--- src/spl_pkg.sv ---
// Shared constants for the system panel halt and load control block.
package spl_pkg;

  // ------------------------------------------------------------
  // Panel input vector layout
  // ------------------------------------------------------------
  localparam int IN_COUNT = 16;
  localparam int IN_HALT = 0;
  localparam int IN_GENERAL_CLEAR_BUTTON = 1;
  localparam int IN_LOAD = 2;
  localparam int IN_MEMORY_LOAD_SELECT = 3;
  localparam int IN_BOTTOM = 4;
  localparam int IN_PUSHDOWN = 5;
  localparam int IN_ALIGN = 6;
  localparam int IN_READ = 7;
  localparam int IN_WRITE = 8;
  localparam int IN_PWR_ON = 9;
  localparam int IN_PWR_OFF = 10;
  localparam int IN_COND_HALT = 11;
  localparam int IN_EOO_HALT = 12;
  localparam int IN_MEM_TARGET = 13;
  localparam int IN_ROUTE = 14;
  localparam int IN_POWERED = 15;

  // ------------------------------------------------------------
  // Operator codes
  // ------------------------------------------------------------
  localparam logic [7:0] OPC_HALT = 8'hdf;

  // ------------------------------------------------------------
  // Register map (byte addresses)
  // ------------------------------------------------------------
  localparam logic [7:0] ADDR_STATUS = 8'h00;
  localparam logic [7:0] ADDR_COMMAND = 8'h04;

  // Status register fields.
  localparam int ST_HALT_REQ = 0;
  localparam int ST_HALTED = 1;
  localparam int ST_MEMORY_LOAD_SELECT = 2;
  localparam int ST_POWERED = 3;
  localparam int ST_ROUTE_MNT = 4;
  localparam int ST_HOLD_N = 5;
  localparam int ST_MP_HALTED = 6;
  localparam int ST_WIDTH = 7;

  // Command register fields; writes of one are single actions.
  localparam int CMD_RESUME = 0;
  localparam int CMD_GENERAL_CLEAR_BUTTON = 1;
  localparam int CMD_HALT = 2;
  localparam int CMD_HOLD_RELEASE = 3;

  // Reset values.
  localparam logic RST_HOLD_N = 1'b1;
  localparam logic [31:0] RST_RDATA = 32'h0000_0000;

endpackage

--- src/spl_btn_if.sv ---
// Carrier for synchronised panel levels and their press and release pulses.
`timescale 1ns/1ps
`default_nettype none
interface spl_btn_if;
  import spl_pkg::*;
  logic [IN_COUNT-1:0] level;
  logic [IN_COUNT-1:0] press;
  logic [IN_COUNT-1:0] release_p;
  modport src (output level, output press, output release_p);
  modport dst (input level, input press, input release_p);
endinterface
`default_nettype wire

--- src/spl_sync.sv ---
// Three-stage synchroniser and edge pulse generator for every panel input.
`timescale 1ns/1ps
`default_nettype none
module spl_sync (
  input wire logic core_clk, // CPU clock
  input wire logic nrst, // Asynchronous reset, active low
  input wire logic [spl_pkg::IN_COUNT-1:0] raw, // Unsynchronised panel inputs
  spl_btn_if.src btn // Synchronised levels and pulses
);
  import spl_pkg::*;

  logic [IN_COUNT-1:0] meta;
  logic [IN_COUNT-1:0] stable;
  logic [IN_COUNT-1:0] last;

  // ------------------------------------------------------------
  // Per-input synchroniser
  // ------------------------------------------------------------
  // Only the second and third stages are looked at, so metastability stays in the first.
  for (genvar i = 0; i < IN_COUNT; i++) begin : g_in
    always_ff @(posedge core_clk or negedge nrst) begin
      if (!nrst) begin
        meta[i] <= 1'b0;
        stable[i] <= 1'b0;
        last[i] <= 1'b0;
        btn.press[i] <= 1'b0;
        btn.release_p[i] <= 1'b0;
      end else begin
        meta[i] <= raw[i];
        stable[i] <= meta[i];
        last[i] <= stable[i];
        btn.press[i] <= stable[i] & ~last[i];
        btn.release_p[i] <= ~stable[i] & last[i];
      end
    end
  end

  assign btn.level = last;

endmodule
`default_nettype wire

--- src/spl_panel_ctrl.sv ---
// Top of the system panel halt, load, stack, memory and power control logic.
`timescale 1ns/1ps
`default_nettype none
module spl_panel_ctrl (
  input wire logic core_clk, // CPU clock, 20 MHz
  input wire logic nrst, // Asynchronous reset, active low
  input wire logic halt_button, // Halt pushbutton
  input wire logic general_clear_button, // General clear pushbutton
  input wire logic load_button, // Load pushbutton
  input wire logic memory_load_button, // Memory-load selector pushbutton
  input wire logic bottom_button, // Bottom pushbutton of selector device
  input wire logic stack_pushdown_button, // First stack adjust pushbutton
  input wire logic stack_top_align_button, // Second stack adjust pushbutton
  input wire logic read_button, // Manual read pushbutton
  input wire logic write_button, // Manual write pushbutton
  input wire logic power_on_button, // Power on pushbutton
  input wire logic power_off_button, // Power off pushbutton
  input wire logic conditional_halt_select, // Conditional halt switch, high is up
  input wire logic eoo_halt_select, // End-of-operator halt switch, high is up
  input wire logic memory_target_select, // High selects main memory
  input wire logic panel_route_select, // High is maintenance position
  input wire logic powered_up, // Power cabinet reports system up
  input wire logic operator_end_signal, // End of current operator, CPU logic
  input wire logic operator_exec, // Operator opcode valid, CPU logic
  input wire logic [7:0] operator_code, // Executing opcode, CPU logic
  input wire logic mp_load_done, // Maintenance processor finished RAM load
  input wire logic psel, // APB select
  input wire logic penable, // APB enable
  input wire logic pwrite, // APB write
  input wire logic [7:0] paddr, // APB byte address
  input wire logic [31:0] pwdata, // APB write data
  output logic [31:0] prdata, // APB read data
  output logic pready, // APB ready
  output logic pslverr, // APB error for unmapped address
  output logic halt_request, // Halt request flip-flop
  output logic halted, // Halted flag, blocks next operator strobe
  output logic general_clear, // One-cycle general clear pulse
  output logic interface_hold_signal_n, // Message interface hold, active low
  output logic main_load_start, // Start main memory load routine
  output logic mp_ram_load_start, // Start processor RAM load
  output logic mp_ram_halted, // Processor halted after RAM load
  output logic stack_pushdown_req, // Push top-of-stack words to memory
  output logic stack_top_align_req, // Adjust stack until top word in first reg
  output logic mem_read_req, // One memory controller read cycle
  output logic mem_write_req, // One memory controller write cycle
  output logic mem_target_main, // High main memory, low IC address register
  output logic power_up_start, // Start power-up sequence
  output logic power_off_start, // Start power-off sequence
  output logic cpu_port_enable, // Panel connected to CPU control port
  output logic memory_load_select // Memory-load selector state
);
  import spl_pkg::*;

  // ------------------------------------------------------------
  // Input synchronisation
  // ------------------------------------------------------------
  logic [IN_COUNT-1:0] raw;
  spl_btn_if btn ();

  assign raw[IN_HALT] = halt_button;
  assign raw[IN_GENERAL_CLEAR_BUTTON] = general_clear_button;
  assign raw[IN_LOAD] = load_button;
  assign raw[IN_MEMORY_LOAD_SELECT] = memory_load_button;
  assign raw[IN_BOTTOM] = bottom_button;
  assign raw[IN_PUSHDOWN] = stack_pushdown_button;
  assign raw[IN_ALIGN] = stack_top_align_button;
  assign raw[IN_READ] = read_button;
  assign raw[IN_WRITE] = write_button;
  assign raw[IN_PWR_ON] = power_on_button;
  assign raw[IN_PWR_OFF] = power_off_button;
  assign raw[IN_COND_HALT] = conditional_halt_select;
  assign raw[IN_EOO_HALT] = eoo_halt_select;
  assign raw[IN_MEM_TARGET] = memory_target_select;
  assign raw[IN_ROUTE] = panel_route_select;
  assign raw[IN_POWERED] = powered_up;

  spl_sync u_sync (
    .core_clk(core_clk),
    .nrst(nrst),
    .raw(raw),
    .btn(btn)
  );

  // ------------------------------------------------------------
  // Routing and qualified actions
  // ------------------------------------------------------------
  logic cpu_route;
  logic act_halt;
  logic act_general_clear_button_btn;
  logic act_load_press;
  logic act_load_release;
  logic cond_halt_hit;
  logic eoo_enable;
  logic sw_write;
  logic sw_resume;
  logic sw_general_clear_button;
  logic sw_halt;
  logic sw_hold_release;
  logic do_general_clear_button;
  logic halt_set;
  logic load_main_pending;

  // In maintenance position the CPU function controls are cut off;
  // load and power controls keep working in either position.
  assign cpu_route = ~btn.level[IN_ROUTE];
  assign act_halt = (btn.release_p[IN_HALT] & cpu_route) | sw_halt;
  assign act_general_clear_button_btn = btn.release_p[IN_GENERAL_CLEAR_BUTTON] & cpu_route;
  assign act_load_press = btn.press[IN_LOAD];
  assign act_load_release = btn.release_p[IN_LOAD];

  // The opcode compare also needs the conditional halt switch up and normal routing, and it
  // fires whatever the halt button, the end-of-operator switch or the halted flag are doing.
  assign cond_halt_hit = operator_exec & (operator_code == OPC_HALT)
                         & btn.level[IN_COND_HALT] & cpu_route;
  assign eoo_enable = btn.level[IN_EOO_HALT] & cpu_route;

  // In normal routing position a main memory load begins with a general clear on the press.
  assign do_general_clear_button = act_general_clear_button_btn | sw_general_clear_button
                   | (act_load_press & memory_load_select & cpu_route);

  // A press while halted changes nothing; the conditional halt is its own path.
  assign halt_set = (act_halt & ~halted) | cond_halt_hit;

  // ------------------------------------------------------------
  // Register bus
  // ------------------------------------------------------------
  assign sw_write = psel & penable & pready & pwrite & (paddr == ADDR_COMMAND);
  assign sw_resume = sw_write & pwdata[CMD_RESUME];
  assign sw_general_clear_button = sw_write & pwdata[CMD_GENERAL_CLEAR_BUTTON];
  assign sw_halt = sw_write & pwdata[CMD_HALT];
  assign sw_hold_release = sw_write & pwdata[CMD_HOLD_RELEASE];

  logic [ST_WIDTH-1:0] status_word;

  always_comb begin
    status_word = '0;
    status_word[ST_HALT_REQ] = halt_request;
    status_word[ST_HALTED] = halted;
    status_word[ST_MEMORY_LOAD_SELECT] = memory_load_select;
    status_word[ST_POWERED] = btn.level[IN_POWERED];
    status_word[ST_ROUTE_MNT] = btn.level[IN_ROUTE];
    status_word[ST_HOLD_N] = interface_hold_signal_n;
    status_word[ST_MP_HALTED] = mp_ram_halted;
  end

  // Ready is raised during the access phase that follows each setup
  // cycle, so every transfer takes exactly two cycles.
  always_ff @(posedge core_clk or negedge nrst) begin
    if (!nrst) begin
      pready <= 1'b0;
    end else begin
      pready <= psel & ~penable;
    end
  end

  always_ff @(posedge core_clk or negedge nrst) begin
    if (!nrst) begin
      prdata <= RST_RDATA;
      pslverr <= 1'b0;
    end else if (psel & ~penable) begin
      prdata <= RST_RDATA;
      pslverr <= 1'b0;
      if (paddr == ADDR_STATUS) begin
        if (!pwrite) begin
          prdata <= {{(32-ST_WIDTH){1'b0}}, status_word};
        end else begin
          pslverr <= 1'b1;
        end
      end else if (paddr != ADDR_COMMAND) begin
        pslverr <= 1'b1;
      end
    end
  end

  // ------------------------------------------------------------
  // Halt control
  // ------------------------------------------------------------
  // The request is consumed when the processor halts; a new request in
  // the same cycle as that halt is kept, so no event is lost.
  always_ff @(posedge core_clk or negedge nrst) begin
    if (!nrst) begin
      halt_request <= 1'b0;
    end else if (do_general_clear_button) begin
      halt_request <= 1'b0;
    end else if (halt_set) begin
      halt_request <= 1'b1;
    end else if (operator_end_signal & halt_request) begin
      halt_request <= 1'b0;
    end
  end

  // Halted blocks the strobe for the next operator; it stays until a
  // software resume or a general clear.
  always_ff @(posedge core_clk or negedge nrst) begin
    if (!nrst) begin
      halted <= 1'b0;
    end else if (do_general_clear_button) begin
      halted <= 1'b0;
    end else if (operator_end_signal & (halt_request | eoo_enable)) begin
      halted <= 1'b1;
    end else if (sw_resume) begin
      halted <= 1'b0;
    end
  end

  // ------------------------------------------------------------
  // General clear and hold signal
  // ------------------------------------------------------------
  always_ff @(posedge core_clk or negedge nrst) begin
    if (!nrst) begin
      general_clear <= 1'b0;
    end else begin
      general_clear <= do_general_clear_button;
    end
  end

  // The hold line initialises to its set level, unlike the other state.
  always_ff @(posedge core_clk or negedge nrst) begin
    if (!nrst) begin
      interface_hold_signal_n <= RST_HOLD_N;
    end else if (do_general_clear_button) begin
      interface_hold_signal_n <= RST_HOLD_N;
    end else if (sw_hold_release) begin
      interface_hold_signal_n <= ~RST_HOLD_N;
    end
  end

  // ------------------------------------------------------------
  // Memory-load selector
  // ------------------------------------------------------------
  // Clearing needs both buttons down together; the release of the
  // selector button is the moment of decision.
  always_ff @(posedge core_clk or negedge nrst) begin
    if (!nrst) begin
      memory_load_select <= 1'b0;
    end else if (btn.release_p[IN_MEMORY_LOAD_SELECT]) begin
      memory_load_select <= ~btn.level[IN_BOTTOM];
    end
  end

  // ------------------------------------------------------------
  // Load sequences
  // ------------------------------------------------------------
  // The selector is sampled on the press, so a change between press and
  // release cannot turn a cleared system into a RAM load.
  always_ff @(posedge core_clk or negedge nrst) begin
    if (!nrst) begin
      load_main_pending <= 1'b0;
    end else if (act_load_press) begin
      load_main_pending <= memory_load_select;
    end else if (act_load_release) begin
      load_main_pending <= 1'b0;
    end
  end

  // The block does not check that the CPU is halted before a load; the
  // operator is expected to halt it first.
  always_ff @(posedge core_clk or negedge nrst) begin
    if (!nrst) begin
      main_load_start <= 1'b0;
      mp_ram_load_start <= 1'b0;
    end else begin
      main_load_start <= act_load_release & load_main_pending;
      mp_ram_load_start <= act_load_release & ~load_main_pending;
    end
  end

  // After a RAM load the maintenance processor sits halted at the RAM
  // start address until it is initialised again.
  always_ff @(posedge core_clk or negedge nrst) begin
    if (!nrst) begin
      mp_ram_halted <= 1'b0;
    end else if (mp_load_done) begin
      mp_ram_halted <= 1'b1;
    end else if (do_general_clear_button | mp_ram_load_start) begin
      mp_ram_halted <= 1'b0;
    end
  end

  // ------------------------------------------------------------
  // Stack adjustment
  // ------------------------------------------------------------
  always_ff @(posedge core_clk or negedge nrst) begin
    if (!nrst) begin
      stack_pushdown_req <= 1'b0;
      stack_top_align_req <= 1'b0;
    end else begin
      stack_pushdown_req <= btn.release_p[IN_PUSHDOWN] & cpu_route;
      stack_top_align_req <= btn.release_p[IN_ALIGN] & cpu_route;
    end
  end

  // ------------------------------------------------------------
  // Manual memory cycles
  // ------------------------------------------------------------
  // The target follows the switch continuously so it is already stable
  // when a read or write request pulse is raised.
  always_ff @(posedge core_clk or negedge nrst) begin
    if (!nrst) begin
      mem_target_main <= 1'b0;
    end else begin
      mem_target_main <= btn.level[IN_MEM_TARGET];
    end
  end

  always_ff @(posedge core_clk or negedge nrst) begin
    if (!nrst) begin
      mem_read_req <= 1'b0;
      mem_write_req <= 1'b0;
    end else begin
      mem_read_req <= btn.release_p[IN_READ] & cpu_route;
      mem_write_req <= btn.release_p[IN_WRITE] & cpu_route;
    end
  end

  // ------------------------------------------------------------
  // Power sequencing
  // ------------------------------------------------------------
  // Power control works in either routing position.
  always_ff @(posedge core_clk or negedge nrst) begin
    if (!nrst) begin
      power_up_start <= 1'b0;
      power_off_start <= 1'b0;
    end else begin
      power_up_start <= btn.release_p[IN_PWR_ON] & ~btn.level[IN_POWERED];
      power_off_start <= btn.release_p[IN_PWR_OFF] & btn.level[IN_POWERED];
    end
  end

  // ------------------------------------------------------------
  // Routing indication
  // ------------------------------------------------------------
  always_ff @(posedge core_clk or negedge nrst) begin
    if (!nrst) begin
      cpu_port_enable <= 1'b0;
    end else begin
      cpu_port_enable <= cpu_route;
    end
  end

endmodule
`default_nettype wire

--- config.mk ---
export PLATFORM = sky130hd
export DESIGN_NAME = spl_panel_ctrl
export DESIGN_NICKNAME = d
export VERILOG_FILES = /design/src/spl_pkg.sv /design/src/spl_btn_if.sv /design/src/spl_sync.sv /design/src/spl_panel_ctrl.sv
export SDC_FILE = /design/constraint.sdc
export NUM_CORES = 1
export LEC_CHECK = 0
export BUFFER_PORTS_ARGS = -buffer_cell sky130_fd_sc_hd__buf_4
export CAP_MARGIN = 10
export CORE_MARGIN = 5
export CORE_UTILIZATION = 40
export DETAILED_ROUTE_END_ITERATION = 8
export PLACE_DENSITY_LB_ADDON = 0.08
export REMOVE_ABC_BUFFERS = 1
export SETUP_SLACK_MARGIN = 0.02
export SYNTH_ARGS = -nofsm -noshare
export SYNTH_HDL_FRONTEND = slang
export SYNTH_SLANG_ARGS = --single-unit
--- constraint.sdc ---
create_clock -name core_clk -period 2.6 [get_ports core_clk]
set_input_delay 0.13 -clock core_clk [delete_from_list [all_inputs] [get_ports core_clk]]
set_output_delay 0.13 -clock core_clk [all_outputs]
set_load 0.01 [all_outputs]
==> results.yml <==
timing:
  setup_violations: 0
  setup_ws_ns: 1.337
  fmax_ghz: 0.7916
  finalClockSkew_ns: 0.01007
  tightest_slew_ns: 1.033
  hold_ws_ns: -0.03116
  tns_ns: 0
  post-route-period-util_pct: 48.58
  period_minus_slack_ns: 1.263
  rsz0062_at_grt: "false"
  slew_viol_final: 0
  hold_viol_final: 39
  slew-limit-headroom_pct: 31.16
clock_tree:
  clock_path_buffers: 2
  clk_latency_ns: 0.34
  htree_levels: 3
  tritoncts: "done"
  path_clk_slew_ns: 0.08
  numCtsBuffers: 9
  cts_num_sinks: 85
  root_buffer: "clkbuf_8"
  cts_setup_buffers: 0
  cts_resized: 0
run_status:
  violations: "negative hold slack"
  status: "finished, violations left"
route:
  drtAntennaViolNets: 0
  drt_iter0_drc: 38
  route.detailed.drc: 0
  wl_um: 4474
  vias: 1523
  drt_pass1_iterations: 4
  wire_per_inst_um: 12.53
  via_per_inst: 4.266
yosys:
  syn_area_sq_mm: 0.002765
  yosysWarningCount: 0
  seq_area_frac_synth_pct: 76.97
  synth_cells: 179
  syn_avg_cell_area_sq_um: 15.45
  synth-seq-cells: 85
  ys_types: 25
floorplan:
  io_pins: 122
  die_area_sq_mm: 0.008676
  rows: 30
  initial_core_util_pct: 40.93
  die_w_um: 93.15
  die_h_um: 93.15
  core_area_sq_mm: 0.006756
setup_path:
  critPathKind: "reg2reg"
  crit_required_ns: 2.87
  worstSetupStartpointType: "flop"
  end_kind: "flop"
  cp.arrival_ns: 1.53
  cp_max_fo: 10
placement:
  place.gp.congestion: 0.7140
  port_buffers: 68
  dp_hpwl_um: 2959
  pre_cts_slack_ns: 1.091
  dpl.cell_count: 324
cells_and_area:
  drive_above_1_share_pct: 32.13
  fin_cells: 357
  syn_to_final_growth_pct: 33.26
  diodes: 0
  nets: 344
  n_fill_cell: 577
grt:
  antenna_found_initial: 0
  first_global_vias: 1504
  overflow: 0
  grt_first_pass_wirelength_um: 7327
  grt_max_degree: 86
  track_usage_pct: 11.17
min_path:
  hp-class: "in2async"
power_and_ir_drop:
  cellLeakagePower_nw: 1.819
  powerDensity_mw_per_mm2: 734.8
  ir_worst_vdd_uv: 526.2
job:
  max_cap_viol_count: 0
-- metal layers --
| metal | wire (um) | part of all wire (%) | global-route usage, % |
|---|---|---|---|
| met3 | 508 | 11 | 5.792 |
| met4 | 28 | 0.63 | 4.762 |
| met2 | 1891 | 42 | 15.06 |
| met1 | 2046 | 46 | 15.00 |
| met5 | 0 | 0 | 0 |
-- cell usage in the layout, fill, tap and decap left out, types with 2 or more instances in the layout --
cell / Yosys / layout
clkbuf_8: 0 / 9
nand2_1: 3 / 3
nor2b_1: 18 / 18
dfrtp_1: 84 / 84
inv_6: 0 / 2
nor2_1: 2 / 2
o21ai_0: 5 / 5
conb_1: 1 / 25
buf_4: 25 / 68
inv_1: 7 / 7
a22o_1: 7 / 7
bufinv_16: 0 / 3
nor3_1: 2 / 2
nand4b_1: 2 / 2
nor4_4: 2 / 2
a21oi_1: 4 / 4
dlygate4sd3_1: 0 / 17
and2_1: 2 / 2
nand2b_1: 4 / 4
-- final cells by class --
class	count	area (sq um)	share of cell area, %
well taps	80	100.1	2.716
inverters	7	26.28	0.7131
repair buffers	85	680.7	18.47
multi-input cells	84	505.5	13.72
flip-flops and latches	85	2128	57.76
clock buffers	9	123.9	3.362
clock inverters	7	120.1	3.260
-- metrics by stage --
step	instance area [sq um]	power, W	util [%]	hold WS [ns]
final	3685	0.002708	54.54	-0.03116
after global routing	3685	0.002846	54.54	0.04592
after floorplan	2660	0.001495	-	-0.1656
after detailed placement	3271	0.001619	48.41	0.2405
after CTS	3685	0.002749	54.54	0.0002038
after global placement	3271	0.001614	48.41	0.2393
-- worst paths after layout --
kind,endpoint,start,depth (start not counted),slack (ns)
max,halt_request,u_sync.btn.level[14],4,1.34
min reg2reg,u_sync.stable[9],u_sync.meta[9],0,0.35
min in group core_clk,halted,operator_end_signal,3,0.07
max reg2reg,halt_request,u_sync.btn.level[14],4,1.34
max in group asynchronous,u_sync.stable[9],nrst,1,1.97
min,u_sync.btn.level[6],nrst,1,-0.03
-- report_power, final --
group | total (W) | switching (W) | leakage (nW) | internal [W]
sequential | 0.00142 | 0.0000306 | 1.04 | 0.00139
clock | 0.00110 | 0.000457 | 0.120 | 0.000643
combinational | 0.000190 | 0.0000908 | 0.661 | 0.0000991
-- cells in the mapped netlist --
cell type | n | area (sq um)
conb_1 | 1 | 3.750
a221oi_1 | 1 | 8.760
and4_1 | 1 | 8.760
nand2b_1 | 4 | 25.02
dfrtp_1 | 84 | 2102
nand4b_1 | 2 | 17.52
nand2_1 | 3 | 11.26
nand4_2 | 1 | 12.51
o21bai_1 | 1 | 7.510
inv_1 | 7 | 26.28
nand3_1 | 1 | 5.000
buf_4 | 25 | 187.7
nor2_1 | 2 | 7.510
a21oi_1 | 4 | 20.02
nor4_4 | 2 | 42.54
nor3_1 | 2 | 10.01
dfstp_2 | 1 | 26.28
o21ai_0 | 5 | 25.02
a22o_1 | 7 | 61.31
o22ai_1 | 1 | 6.260
nor2b_1 | 18 | 112.6
or3b_1 | 1 | 8.760
clkbuf_1 | 2 | 7.510
a21oi_2 | 1 | 8.760
and2_1 | 2 | 12.51
-- kinds of logic after synthesis --
logic type             Yosys count  synth area share [%]
other                            1                0.1356
AO/OA/AOI/OAI                   20                 4.978
flip-flops                      85                 76.97
buffers and inverters           34                 8.009
AND/OR/NAND/NOR                 39                 9.909
-- timing repair --
action	in CTS	in global routing
endpoints found under the setup margin	0	0
hold endpoints to repair	17	0
hold buffers	17	0
-- sequential cells by signal, summed over array words and instances (netlist names), 7 cells and up --
register and cells:
u_sync.btn.level 16, u_sync.meta 16, u_sync.stable 16, prdata 7, u_sync.btn.release_p 10
-- worst max-delay path, stage by stage, from the launching register on --
cell,delay [ns]
dfrtp_1,0.51
nand4b_1,0.23
nor3_1,0.25
a221oi_1,0.09
a21oi_2,0.12
Note: power is estimated with default switching activity, not from simulation.
